[src/shared/dcs_pkg.sv]
package dcs_pkg;

  // ----------------------------------------------------------------
  // Register byte addresses
  // ----------------------------------------------------------------
  localparam logic [7:0] A_CMD   = 8'h00;
  localparam logic [7:0] A_STAT  = 8'h04;
  localparam logic [7:0] A_DATA  = 8'h08;
  localparam logic [7:0] A_WC    = 8'h0C;
  localparam logic [7:0] A_BA    = 8'h10;
  localparam logic [7:0] A_DA    = 8'h14;
  localparam logic [7:0] A_DS    = 8'h18;
  localparam logic [7:0] A_SPARE = 8'h1C;

  // ----------------------------------------------------------------
  // Field positions
  // ----------------------------------------------------------------
  localparam int C_GO     = 0;
  localparam int C_FN     = 1;
  localparam int C_TYPE   = 4;
  localparam int C_BADPAR = 5;
  localparam int C_CCLR   = 6;
  localparam int C_DCLR   = 7;

  localparam int S_ORDY  = 0;
  localparam int S_IRDY  = 1;
  localparam int S_DLATE = 2;
  localparam int S_CONTROLLER_ERROR_FLAG  = 3;
  localparam int S_LPAR  = 4;
  localparam int S_PGE   = 5;
  localparam int S_WCE   = 6;
  localparam int S_NXM   = 7;
  localparam int S_COE   = 8;
  localparam int S_ECH   = 9;
  localparam int S_IDA   = 10;
  localparam int S_DTE   = 11;
  localparam int S_BUSY  = 12;

  localparam int D_ATTN  = 0;
  localparam int D_CATTN = 1;
  localparam int D_DINT  = 2;
  localparam int D_SV    = 3;
  localparam int D_DPE   = 4;
  localparam int D_SINC  = 5;

  // Disk address: sector [4:0], head [7:5], cylinder [17:8].
  localparam int DA_SEC  = 0;
  localparam int DA_HEAD = 5;
  localparam int DA_CYL  = 8;

  // ----------------------------------------------------------------
  // Geometry, sizes and timing
  // ----------------------------------------------------------------
  localparam int SILO_DEPTH   = 66;
  localparam int SECTOR_WORDS = 256;
  localparam int HEADS        = 3;
  localparam int SECTORS      = 22;
  localparam int MAX_CYL      = 411;
  localparam int SINC_HEAD_A  = 3;
  localparam int SINC_HEAD_B  = 7;
  localparam logic [31:0] RST_VAL = 32'h0;

  localparam int CLK_PS    = 4000;
  localparam int SEEK_NS   = 2000;
  localparam int RECAL_NS  = 4000;
  localparam int SEEK_CYC  = (SEEK_NS * 1000 + CLK_PS - 1) / CLK_PS;
  localparam int RECAL_CYC = (RECAL_NS * 1000 + CLK_PS - 1) / CLK_PS;

  typedef enum logic [2:0] {FN_SELECT, FN_RECAL, FN_SEEK, FN_READ, FN_WRITE, FN_WCHK} dcs_fn_t;

endpackage

[src/rtl/dcs_ctrl.sv]
`timescale 1ns/1ps
// Functional notes
// Reading the empty buffer sets data late and controller error; clear resets both.
// One word written into empty buffer raises output ready.
// Reading that word back leaves input ready, no output ready, no errors.
// Buffer holds 66 words with correct ready and late status throughout.
// A 67th write into full buffer raises data late; earlier writes never do.
// Controller clear returns input and output ready to the empty state.
// Drive type mismatch sets drive type error and status valid.
// Select with bad parity sets link parity, error, attentions, interrupt, status valid.
// Controller clear keeps drive interrupt and attention; only drive clear clears attention.
// Good parity reselect keeps attention flags set and clears link parity error.
// Recalibrate gives two interrupts: status valid set at first, cleared at second.
// Seek to a legal cylinder raises exactly one attention interrupt.
// Heads 3 to 7 are illegal addresses; heads 3 and 7 also flag seek incomplete.
// Cylinder beyond the last one is an illegal disk address.
// A short write zero-fills the rest of its sector.
// Write check mismatch sets error; address and count point at the failing word.
// Write check compares only the requested word count.
// Long transfers continue into following sectors; a write's final partial sector is zero-filled.
// Running past the last sector of the pack sets cylinder overflow.
// Writing the spare register during a transfer sets programming error.
// Reading a sector whose write was cut by controller clear sets ECC hard error.
// A memory access answered with an error sets non-existent memory.
// Buffer returns words in write order; controller clear empties it.
module dcs_ctrl #(
  parameter int SILO_DEPTH = dcs_pkg::SILO_DEPTH,
  parameter int MAX_CYL    = dcs_pkg::MAX_CYL
) (
  input  wire logic        mclk,
  input  wire logic        rstn,
  input  wire logic        psel,
  input  wire logic        penable,
  input  wire logic        pwrite,
  input  wire logic [11:0] paddr,
  input  wire logic [31:0] pwdata,
  output logic      [31:0] prdata,
  output logic             pready,
  output logic             pslverr,
  input  wire logic        drv_type_pin,
  output logic             mem_req,
  output logic             mem_we,
  output logic      [21:0] mem_addr,
  output logic      [15:0] mem_wdata,
  input  wire logic        mem_ack,
  input  wire logic        mem_err,
  input  wire logic [15:0] mem_rdata,
  output logic             dsk_req,
  output logic             dsk_we,
  output logic      [25:0] dsk_addr,
  output logic      [15:0] dsk_wdata,
  input  wire logic        dsk_ack,
  input  wire logic [15:0] dsk_rdata,
  output logic             drv_irq
);

  localparam int PW = $clog2(SILO_DEPTH);
  localparam int CW = $clog2(SILO_DEPTH + 1);
  localparam int WW = $clog2(dcs_pkg::SECTOR_WORDS);

  typedef enum logic [2:0] {X_IDLE, X_WAIT, X_RECAL2, X_MEM, X_DSK, X_FILL} dcs_xs_t;

  typedef struct packed {
    logic [SILO_DEPTH-1:0][15:0] silo;
    logic [PW-1:0]               rp;
    logic [CW-1:0]               cnt;
    logic                        dlate, controller_error_flag, lpar, pge, wce, nxm, cylinder_overflow_error, ech, ida, dte;
    logic                        attn, cattn, dint, sv, drive_parity_error, sinc;
    dcs_pkg::dcs_fn_t            fn;
    dcs_xs_t                     xs;
    logic [15:0]                 tmr, wc, spare, dat;
    logic [21:0]                 ba;
    logic [9:0]                  cyl;
    logic [2:0]                  head;
    logic [4:0]                  sec;
    logic [WW-1:0]               widx;
    logic                        torn_v;
    logic [17:0]                 torn_da;
    logic                        pready, pslverr;
    logic [31:0]                 prdata;
    logic                        mem_req, mem_we, dsk_req, dsk_we, irq, typ_s1, typ_s2;
  } dcs_state_t;

  dcs_state_t       s;
  dcs_state_t       n;
  logic             access;
  logic             wr_done;
  logic             rd_done;
  logic             hi_ok;
  logic             map;
  logic             cmd_wr;
  logic             cclr;
  logic             dclr;
  logic             go;
  logic             data_wr;
  logic             data_rd;
  logic             bad_da;
  logic [17:0]      da_cur;
  logic [PW:0]      wi;
  logic [31:0]      rd;
  dcs_pkg::dcs_fn_t fn_in;

  // ----------------------------------------------------------------
  // Word step: pointers advance, sectors roll over, end of pack stops.
  // ----------------------------------------------------------------
  function automatic dcs_state_t adv(input dcs_state_t a);
    dcs_state_t r;
    logic       last;
    r = a;
    last = 1'b0;
    r.ba = a.ba + 22'h2;
    r.wc = a.wc - 16'h1;
    r.widx = a.widx + WW'(1);
    if (r.widx == '0) begin
      if (a.fn == dcs_pkg::FN_WRITE && a.torn_da == {a.cyl, a.head, a.sec}) begin
        r.torn_v = 1'b0;
      end
      last = a.sec == 5'(dcs_pkg::SECTORS - 1) && a.head == 3'(dcs_pkg::HEADS - 1) && a.cyl == 10'(MAX_CYL);
      if (!last && a.sec == 5'(dcs_pkg::SECTORS - 1)) begin
        r.sec = 5'h0;
        r.head = (a.head == 3'(dcs_pkg::HEADS - 1)) ? 3'h0 : a.head + 3'h1;
        if (a.head == 3'(dcs_pkg::HEADS - 1)) begin
          r.cyl = a.cyl + 10'h1;
        end
      end else if (!last) begin
        r.sec = a.sec + 5'h1;
      end
    end
    if (r.wc == 16'h0) begin
      r.xs = (a.fn == dcs_pkg::FN_WRITE && r.widx != '0) ? X_FILL : X_IDLE;
      r.dat = 16'h0;
    end else if (last) begin
      r.cylinder_overflow_error = 1'b1;
      r.controller_error_flag = 1'b1;
      r.xs = X_IDLE;
    end else begin
      r.xs = (a.fn == dcs_pkg::FN_READ) ? X_DSK : X_MEM;
    end
    return r;
  endfunction

  // ----------------------------------------------------------------
  // Bus decode
  // ----------------------------------------------------------------
  assign access  = psel && penable;
  assign wr_done = access && s.pready && pwrite;
  assign rd_done = access && s.pready && !pwrite;
  assign hi_ok   = paddr[11:8] == 4'h0;
  assign cmd_wr  = wr_done && hi_ok && paddr[7:0] == dcs_pkg::A_CMD;
  assign cclr    = cmd_wr && pwdata[dcs_pkg::C_CCLR];
  assign dclr    = cmd_wr && pwdata[dcs_pkg::C_DCLR];
  assign go      = cmd_wr && pwdata[dcs_pkg::C_GO] && s.xs == X_IDLE && !cclr;
  assign data_wr = wr_done && hi_ok && paddr[7:0] == dcs_pkg::A_DATA;
  assign data_rd = rd_done && hi_ok && paddr[7:0] == dcs_pkg::A_DATA;
  assign fn_in   = dcs_pkg::dcs_fn_t'(pwdata[dcs_pkg::C_FN +: 3]);
  assign da_cur  = {s.cyl, s.head, s.sec};
  assign bad_da  = s.head >= 3'(dcs_pkg::HEADS) || s.cyl > 10'(MAX_CYL) || s.sec >= 5'(dcs_pkg::SECTORS);

  // ----------------------------------------------------------------
  // Next state
  // ----------------------------------------------------------------
  always_comb begin
    n = s;
    n.irq = 1'b0;
    n.typ_s1 = drv_type_pin;
    n.typ_s2 = s.typ_s1;
    rd = dcs_pkg::RST_VAL;
    map = 1'b1;
    wi = {1'b0, s.rp} + (PW + 1)'(s.cnt);
    if (wi >= (PW + 1)'(SILO_DEPTH)) begin
      wi = wi - (PW + 1)'(SILO_DEPTH);
    end
    case (paddr[7:0])
      dcs_pkg::A_CMD: rd[dcs_pkg::C_FN +: 3] = s.fn;
      dcs_pkg::A_STAT: begin
        rd[dcs_pkg::S_ORDY]  = s.cnt != '0;
        rd[dcs_pkg::S_IRDY]  = s.cnt != CW'(SILO_DEPTH);
        rd[dcs_pkg::S_DLATE] = s.dlate;
        rd[dcs_pkg::S_CONTROLLER_ERROR_FLAG]  = s.controller_error_flag;
        rd[dcs_pkg::S_LPAR]  = s.lpar;
        rd[dcs_pkg::S_PGE]   = s.pge;
        rd[dcs_pkg::S_WCE]   = s.wce;
        rd[dcs_pkg::S_NXM]   = s.nxm;
        rd[dcs_pkg::S_COE]   = s.cylinder_overflow_error;
        rd[dcs_pkg::S_ECH]   = s.ech;
        rd[dcs_pkg::S_IDA]   = s.ida;
        rd[dcs_pkg::S_DTE]   = s.dte;
        rd[dcs_pkg::S_BUSY]  = s.xs != X_IDLE;
      end
      dcs_pkg::A_DATA:  rd[15:0] = (s.cnt != '0) ? s.silo[s.rp] : 16'h0;
      dcs_pkg::A_WC:    rd[15:0] = s.wc;
      dcs_pkg::A_BA:    rd[21:0] = s.ba;
      dcs_pkg::A_DA:    rd[17:0] = da_cur;
      dcs_pkg::A_DS: begin
        rd[dcs_pkg::D_ATTN]  = s.attn;
        rd[dcs_pkg::D_CATTN] = s.cattn;
        rd[dcs_pkg::D_DINT]  = s.dint;
        rd[dcs_pkg::D_SV]    = s.sv;
        rd[dcs_pkg::D_DPE]   = s.drive_parity_error;
        rd[dcs_pkg::D_SINC]  = s.sinc;
      end
      dcs_pkg::A_SPARE: rd[15:0] = s.spare;
      default:          map = 1'b0;
    endcase
    // One wait state: the answer is registered so every bus output is a flop.
    n.pready = access && !s.pready;
    n.pslverr = access && !s.pready && !(hi_ok && map);
    if (access && !s.pready) begin
      n.prdata = (hi_ok && map) ? rd : dcs_pkg::RST_VAL;
    end

    // Buffer push and pop.
    if (data_wr) begin
      if (s.cnt == CW'(SILO_DEPTH)) begin
        n.dlate = 1'b1;
        n.controller_error_flag = 1'b1;
      end else begin
        n.silo[wi[PW-1:0]] = pwdata[15:0];
        n.cnt = s.cnt + CW'(1);
      end
    end
    if (data_rd) begin
      if (s.cnt == '0) begin
        n.dlate = 1'b1;
        n.controller_error_flag = 1'b1;
      end else begin
        n.rp = (s.rp == PW'(SILO_DEPTH - 1)) ? '0 : s.rp + PW'(1);
        n.cnt = s.cnt - CW'(1);
      end
    end

    // Plain registers; transfer parameters are frozen while busy.
    if (wr_done && hi_ok && s.xs == X_IDLE) begin
      case (paddr[7:0])
        dcs_pkg::A_WC: n.wc = pwdata[15:0];
        dcs_pkg::A_BA: n.ba = pwdata[21:0];
        dcs_pkg::A_DA: begin
          n.sec = pwdata[dcs_pkg::DA_SEC +: 5];
          n.head = pwdata[dcs_pkg::DA_HEAD +: 3];
          n.cyl = pwdata[dcs_pkg::DA_CYL +: 10];
        end
        dcs_pkg::A_SPARE: n.spare = pwdata[15:0];
        default: ;
      endcase
    end
    if (wr_done && hi_ok && paddr[7:0] == dcs_pkg::A_SPARE && s.xs != X_IDLE) begin
      n.pge = 1'b1;
      n.controller_error_flag = 1'b1;
    end

    // Controller clear: buffer and errors reset, drive flags survive.
    if (cclr) begin
      n.cnt = '0;
      n.rp = '0;
      {n.dlate, n.controller_error_flag, n.lpar, n.pge, n.wce, n.nxm, n.cylinder_overflow_error, n.ech, n.ida, n.dte} = '0;
      if (s.fn == dcs_pkg::FN_WRITE && (s.xs == X_MEM || s.xs == X_DSK || s.xs == X_FILL)) begin
        n.torn_v = 1'b1;
        n.torn_da = da_cur;
      end
      n.xs = X_IDLE;
      n.mem_req = 1'b0;
      n.dsk_req = 1'b0;
    end
    if (dclr) begin
      {n.attn, n.cattn, n.dint, n.drive_parity_error, n.sinc} = '0;
    end

    // Command start.
    if (go) begin
      n.fn = fn_in;
      case (fn_in)
        dcs_pkg::FN_SELECT: begin
          n.sv = 1'b1;
          if (pwdata[dcs_pkg::C_BADPAR]) begin
            {n.lpar, n.controller_error_flag, n.cattn, n.attn, n.drive_parity_error, n.dint, n.irq} = '1;
          end else begin
            n.lpar = 1'b0;
          end
          if (s.typ_s2 != pwdata[dcs_pkg::C_TYPE]) begin
            n.dte = 1'b1;
            n.controller_error_flag = 1'b1;
          end
        end
        dcs_pkg::FN_RECAL: begin
          n.tmr = 16'(dcs_pkg::RECAL_CYC);
          n.xs = X_WAIT;
        end
        dcs_pkg::FN_SEEK: begin
          if (bad_da) begin
            n.ida = 1'b1;
            n.controller_error_flag = 1'b1;
            n.sinc = s.head == 3'(dcs_pkg::SINC_HEAD_A) || s.head == 3'(dcs_pkg::SINC_HEAD_B);
          end else begin
            n.tmr = 16'(dcs_pkg::SEEK_CYC);
            n.xs = X_WAIT;
          end
        end
        dcs_pkg::FN_READ, dcs_pkg::FN_WRITE, dcs_pkg::FN_WCHK: begin
          if (bad_da) begin
            n.ida = 1'b1;
            n.controller_error_flag = 1'b1;
          end else if (s.wc != 16'h0) begin
            n.widx = '0;
            n.xs = (fn_in == dcs_pkg::FN_READ) ? X_DSK : X_MEM;
          end
        end
        default: ;
      endcase
    end

    // Sequencer; a controller clear in the same cycle has already stopped it.
    if (!cclr) begin
      unique case (s.xs)
        X_IDLE: ;
        X_WAIT: begin
          if (s.tmr != 16'h0) begin
            n.tmr = s.tmr - 16'h1;
          end else if (s.fn == dcs_pkg::FN_RECAL) begin
            n.irq = 1'b1;
            n.dint = 1'b1;
            n.sv = 1'b1;
            n.tmr = 16'(dcs_pkg::RECAL_CYC);
            n.xs = X_RECAL2;
          end else begin
            n.irq = 1'b1;
            {n.attn, n.cattn, n.dint} = '1;
            n.xs = X_IDLE;
          end
        end
        X_RECAL2: begin
          if (s.tmr != 16'h0) begin
            n.tmr = s.tmr - 16'h1;
          end else begin
            n.irq = 1'b1;
            n.sv = 1'b0;
            {n.attn, n.cattn, n.dint} = '1;
            n.cyl = '0;
            n.xs = X_IDLE;
          end
        end
        X_MEM: begin
          if (s.mem_req && mem_ack) begin
            n.mem_req = 1'b0;
            if (mem_err) begin
              n.nxm = 1'b1;
              n.controller_error_flag = 1'b1;
              n.xs = X_IDLE;
            end else if (s.fn == dcs_pkg::FN_READ) begin
              n = adv(n);
            end else begin
              n.dat = mem_rdata;
              n.xs = X_DSK;
            end
          end else begin
            n.mem_req = 1'b1;
            n.mem_we = s.fn == dcs_pkg::FN_READ;
          end
        end
        X_DSK: begin
          if (s.fn == dcs_pkg::FN_READ && s.widx == '0 && !s.dsk_req && s.torn_v && s.torn_da == da_cur) begin
            n.ech = 1'b1;
            n.controller_error_flag = 1'b1;
            n.xs = X_IDLE;
          end else if (s.dsk_req && dsk_ack) begin
            n.dsk_req = 1'b0;
            if (s.fn == dcs_pkg::FN_READ) begin
              n.dat = dsk_rdata;
              n.xs = X_MEM;
            end else if (s.fn == dcs_pkg::FN_WCHK && dsk_rdata != s.dat) begin
              n.wce = 1'b1;
              n.controller_error_flag = 1'b1;
              n.xs = X_IDLE;
            end else begin
              n = adv(n);
            end
          end else begin
            n.dsk_req = 1'b1;
            n.dsk_we = s.fn == dcs_pkg::FN_WRITE;
          end
        end
        X_FILL: begin
          if (s.dsk_req && dsk_ack) begin
            n.dsk_req = 1'b0;
            n.widx = s.widx + WW'(1);
            if (n.widx == '0) begin
              n.xs = X_IDLE;
              n.torn_v = s.torn_v && s.torn_da != da_cur;
            end
          end else begin
            n.dsk_req = 1'b1;
            n.dsk_we = 1'b1;
          end
        end
        default: n.xs = X_IDLE;
      endcase
    end
  end

  always_ff @(posedge mclk or negedge rstn) begin
    if (!rstn) begin
      s <= '0;
    end else begin
      s <= n;
    end
  end

  assign prdata    = s.prdata;
  assign pready    = s.pready;
  assign pslverr   = s.pslverr;
  assign mem_req   = s.mem_req;
  assign mem_we    = s.mem_we;
  assign mem_addr  = s.ba;
  assign mem_wdata = s.dat;
  assign dsk_req   = s.dsk_req;
  assign dsk_we    = s.dsk_we;
  assign dsk_addr  = {s.cyl, s.head, s.sec, s.widx};
  assign dsk_wdata = s.dat;
  assign drv_irq   = s.irq;
endmodule

[config.mk]
export PLATFORM = sky130hd
export DESIGN_NAME = dcs_ctrl
export DESIGN_NICKNAME = d
export VERILOG_FILES = /design/src/shared/dcs_pkg.sv /design/src/rtl/dcs_ctrl.sv
export SDC_FILE = /design/constraint.sdc
export NUM_CORES = 2
export LEC_CHECK = 0
export ABC_AREA = 1
export CORE_UTILIZATION = 39
export DETAILED_ROUTE_END_ITERATION = 6
export DONT_BUFFER_PORTS = 1
export HOLD_SLACK_MARGIN = 0.06
export SYNTH_ARGS = -nofsm -noshare
export SYNTH_HDL_FRONTEND = slang
export SYNTH_SLANG_ARGS = --single-unit
[constraint.sdc]
create_clock -name mclk -period 8.17 [get_ports mclk]
set_clock_uncertainty 0.2 [all_clocks]
set_input_delay 1.634 -clock mclk [delete_from_list [all_inputs] [get_ports mclk]]
set_output_delay 1.634 -clock mclk [all_outputs]
set_load 0.01 [all_outputs]
==> results_tabular.tex <==
\begin{tabular}{lr}
\hline
Metric & Value \\
\hline
\multicolumn{2}{l}{\textbf{Worst setup path}} \\
\quad CP max FO & 20 \\
\quad Crit path launch & dsk\_rdata[6] \\
\quad Type of the worst setup path & primary input to register \\
\quad Startpoint kind of the worst setup timing path & primary input \\
\quad Slowest Stage Delay on Critical Path & approximately 0.91 ns \\
\quad Most numerous cell on the critical path & nand2\_1 \\
\quad Ordered list of cells on the worst path & inv\_1, nor2\_1, nor3\_1, nand2\_1, nor3\_1, nand2\_1, nand2\_1, nand2\_1, inv\_1, nand2\_1, nand2\_1, inv\_1, a21oi\_1, inv\_1, a21oi\_1, o21ai\_0 \\
\quad Startpoint of the lowest-slack register-to-register path & s[201] \\
\quad R2R Path End & s[746] \\
\quad R2R depth & 15 \\
\quad Required time at the worst-slack endpoint & a little under 9 ns \\
\quad CP arrival & about 5.9 ns \\
\quad Crit-path slowest cell & nand2\_1 \\
\quad Nature of the critical path endpoint & register \\
\quad Worst reg-to-reg setup slack & between 2 and 3 ns \\
\multicolumn{2}{l}{\textbf{Job}} \\
\quad Number of maximum-capacitance violations & 0 \\
\multicolumn{2}{l}{\textbf{Route}} \\
\quad First DRT Iteration DRCs & 6,848 \\
\quad DR DRC count & 10 \\
\quad Total length of routed wires & roughly 220,000 µm \\
\quad Detail Route Antenna Nets & 0 \\
\quad Post-DR wirelength/cell & 21.5 µm \\
\quad Overall via count from detail\_route & 56,970 \\
\quad Via density per instance & between 5 and 6 \\
\quad Total iterations of the first detailed-routing run & 7 \\
\multicolumn{2}{l}{\textbf{Yosys}} \\
\quad Synthesized cell area & about 65,000 µm² \\
\quad Post-synthesis share of cell area spent on xor and xnor gates & 1.07\% \\
\quad Average cell area after synthesis & roughly 7.7 µm² \\
\quad Primary FF master, synth & dfrtp\_1 \\
\quad Distinct cells, synth & 76 \\
\quad Synth Instances & between 8,000 and 9,000 \\
\quad Warnings, synthesis & 0 \\
\quad Async set-reset flop share out of synthesis & 100\% \\
\quad Sequential cell area fraction in the yosys report & 48.3\% \\
\quad Portion of netlist area occupied by mux cells & less than 1\% \\
\quad Compound-gate portion of the synthesized area & 19.7\% \\
\quad Combinational family with the most area after synthesis & simple AND/OR/NAND/NOR gates \\
\quad Adder and majority gate portion of the synthesized area & 0.513\% \\
\quad \#FFs+latches synth & 1,254 \\
\quad Post-synth EDFFs & 0 \\
\quad Simple-Gate Fraction of Synth Area & 22.1\% \\
\multicolumn{2}{l}{\textbf{Placed design}} \\
\quad HPWL after detailed placement & 132,000 µm \\
\quad Weighted congestion reported at the end of routability-driven placement & 0.946 \\
\quad Number of buffers inserted by port buffering & 0 \\
\multicolumn{2}{l}{\textbf{Clocking}} \\
\quad CTS sink count & 1,254 \\
\quad CTS resizes & 0 \\
\quad Setup Fix Bufs, Post-CTS & 0 \\
\quad Clk\_lat worst skew & around 0.8 ns \\
\quad Quantity of hold-fixing buffers added after cts & 0 \\
\quad CTS Buffer Depth & 3 \\
\quad Clock-pin slew of the registers on the worst-case setup and hold paths & approximately 0.060 ns \\
\quad CTS root buf & clkbuf\_16 \\
\quad Htree depth & 4 \\
\quad TritonCTS clock tree & yes \\
\quad Number of CTS-inserted buffers & between 100 and 150 \\
\multicolumn{2}{l}{\textbf{Power and ir drop}} \\
\quad Leakage & 34.3 nW \\
\quad Total Power Consumption & about 15 mW \\
\quad Power per standard cell area & 208 nW/µm² \\
\quad Highest ir drop seen on vdd & 0.000158 V \\
\multicolumn{2}{l}{\textbf{Worst hold path}} \\
\quad Start point of the worst hold path & s[1] \\
\quad End point of the worst hold path & s[0] \\
\quad HP Class & register to register \\
\quad Min-Delay Path Depth & 0 \\
\multicolumn{2}{l}{\textbf{Timing}} \\
\quad Measured slew at the worst slew-check pin & around 1.3 ns \\
\quad Setup Viol. Count Final & 0 \\
\quad Period minus WS final & between 5 and 6 ns \\
\quad RSZ-0062 raised after global routing & no \\
\quad Final Max Slew Viols & 0 \\
\quad Highest Clock Rate & 183 MHz \\
\quad Final hold violation count & 0 \\
\quad Period utilization & roughly two thirds \\
\quad Worst max-slew margin expressed relative to the limit & 16.3\% \\
\quad Sum of negative setup slack & 0 ns \\
\multicolumn{2}{l}{\textbf{GRT}} \\
\quad First-pass GRT wire length & 335,000 µm \\
\quad Total routing usage reported by global routing & 25.6\% \\
\quad GRT Residual Overflow & 0 \\
\quad Number of antenna violations at the first check in global routing & 4 \\
\quad Number of global-route vias before repair & 53,166 \\
\quad Maximum number of pins on one net before global-route repair & 275 \\
\multicolumn{2}{l}{\textbf{Final layout}} \\
\quad Proportion of layout cells with a drive suffix above 1 & under 10\% \\
\quad Net count reported at finish & between 8,000 and 9,000 \\
\quad Area Overhead vs Synth & 8.06\% \\
\quad Number of fillers in the final layout & between 15,000 and 20,000 \\
\multicolumn{2}{l}{\textbf{Floorplanning}} \\
\quad Die Area & 168,000 µm² \\
\quad Boundary Pins & 204 \\
\quad Initial Utilization & roughly two fifths \\
\quad Overall die height & 410 µm \\
\quad Area of the core & roughly 170,000 µm² \\
\quad Row count & 149 \\
\quad Width of the die & 410 µm \\
\multicolumn{2}{l}{\textbf{Status}} \\
\quad Failing checks & DRC \\
\quad Result of the run & finished with violations \\
\hline
\end{tabular}
-- power by group --
group          internal (mW)  switching (mW)  total, mW
registers               6.33           0.213       6.54
clock network           4.12            2.74       6.86
logic                  0.311           0.897       1.21
total                   10.8            3.85       14.6
-- area by class of cell --
class | instances | area, µm² | area share (%)
Tap cell | 2189 | 2740 | 3.90
Clock buffer | 215 | 4290 | 6.11
Antenna cell | 1 | 2.50 | 0.00357
Sequential cell | 1254 | 31400 | 44.7
Timing Repair Buffer | 83 | 846 | 1.21
Inverter | 493 | 1870 | 2.67
Multi-Input combinational cell | 5924 | 28300 | 40.3
Clock inverter | 46 | 713 | 1.02
-- synthesized netlist by cell type (29+ instances only) --
master	n	area share (%)
a21oi_1	238	1.8
dfrtp_1	1254	48
buf_2	111	0.86
buf_4	136	1.6
o21ai_1	287	2.2
o22ai_1	212	2.0
nor3_1	43	0.33
nand2_1	2375	14
nor2_4	29	0.50
nand3_1	119	0.92
inv_1	449	2.6
nor2_1	645	3.7
clkbuf_1	427	2.5
nand4_1	85	0.82
nand2_4	32	0.56
xor2_1	50	0.67
inv_2	31	0.18
o21ai_0	1477	11
-- worst max-delay path by stage --
stage,to,slack (ns),depth (start not counted)
after detailed placement,s[169],1.73,5
after global placement,s[170],1.73,5
after global routing,s[171],2.32,6
after floorplan,mem_addr[17],3.62,26
after CTS,s[151],2.57,5
final,dsk_addr[7],2.71,16
-- registers in the layout (all words and copies together) (netlist names), 16 cells and up --
register	count
s	1161
dsk_addr	26
mem_addr	22
prdata	22
dsk_wdata	16
-- stage by stage --
stage | hold slack (ns) | std cells | worst slack (ns) | util [%] | area [µm²]
after global placement | 0.138 | 9941 | 1.73 | 39.4 | 65100
after CTS | 0.156 | 10202 | 2.57 | 42.4 | 70100
final | 0.156 | 10205 | 2.71 | 42.5 | 70100
after global routing | 0.161 | 10204 | 2.32 | 42.5 | 70100
after detailed placement | 0.162 | 9941 | 1.73 | 39.4 | 65100
after floorplan | 0.131 | 8385 | 3.62 | - | 64900
-- metal layers --
metal / GRT usage [%] / routed length (µm) / vias up
li1: - / - / 26511
met1: 36.4 / 96700 / 27794
met2: 39.1 / 97700 / 2246
met3: 4.12 / 16500 / 417
met4: 9.88 / 8370 / 2
met5: 0 / 8 / -
-- placed cells by master, fill, tap and decap left out, drive strengths merged, types with 4 or more instances in the layout --
cell	count
clkinv	33
nand2	2417
dfrtp	1254
ha	25
xnor2	18
a22o	22
o221ai	5
a22oi	6
nor4	10
conb	10
a21oi	243
o211ai	22
xor2	54
o21ai	1769
nand3b	7
or2	12
mux2i	8
buf	83
a221oi	21
clkbuf	215
nand3	123
a31oi	13
nand4	87
a41oi	10
nor3	47
inv	488
bufinv	15
o31ai	10
a31o	4
a32o	7
nor2	713
o21a	8
a211oi	10
o22ai	212
-- worst max-delay path: cells and delay by family --
kind	cells	cell delay [ns]
AOI/OAI and AO/OA	3	0.76
buffers and inverters	4	1.02
and+or+nand+nor	9	2.51
-- cell families (layout without fill, tap and decap cells) --
group / count (synthesis) / count (layout)
AND/OR/NAND/NOR: 3423 / 3423
AO/OA/AOI/OAI: 2384 / 2384
flip-flops: 1254 / 1254
buffers and inverters: 1207 / 837
XOR/XNOR: 72 / 72
adder cells (fa/ha/maj): 26 / 26
multiplexers: 9 / 9
other: 1 / 11
(Power assumes the default switching activity.)
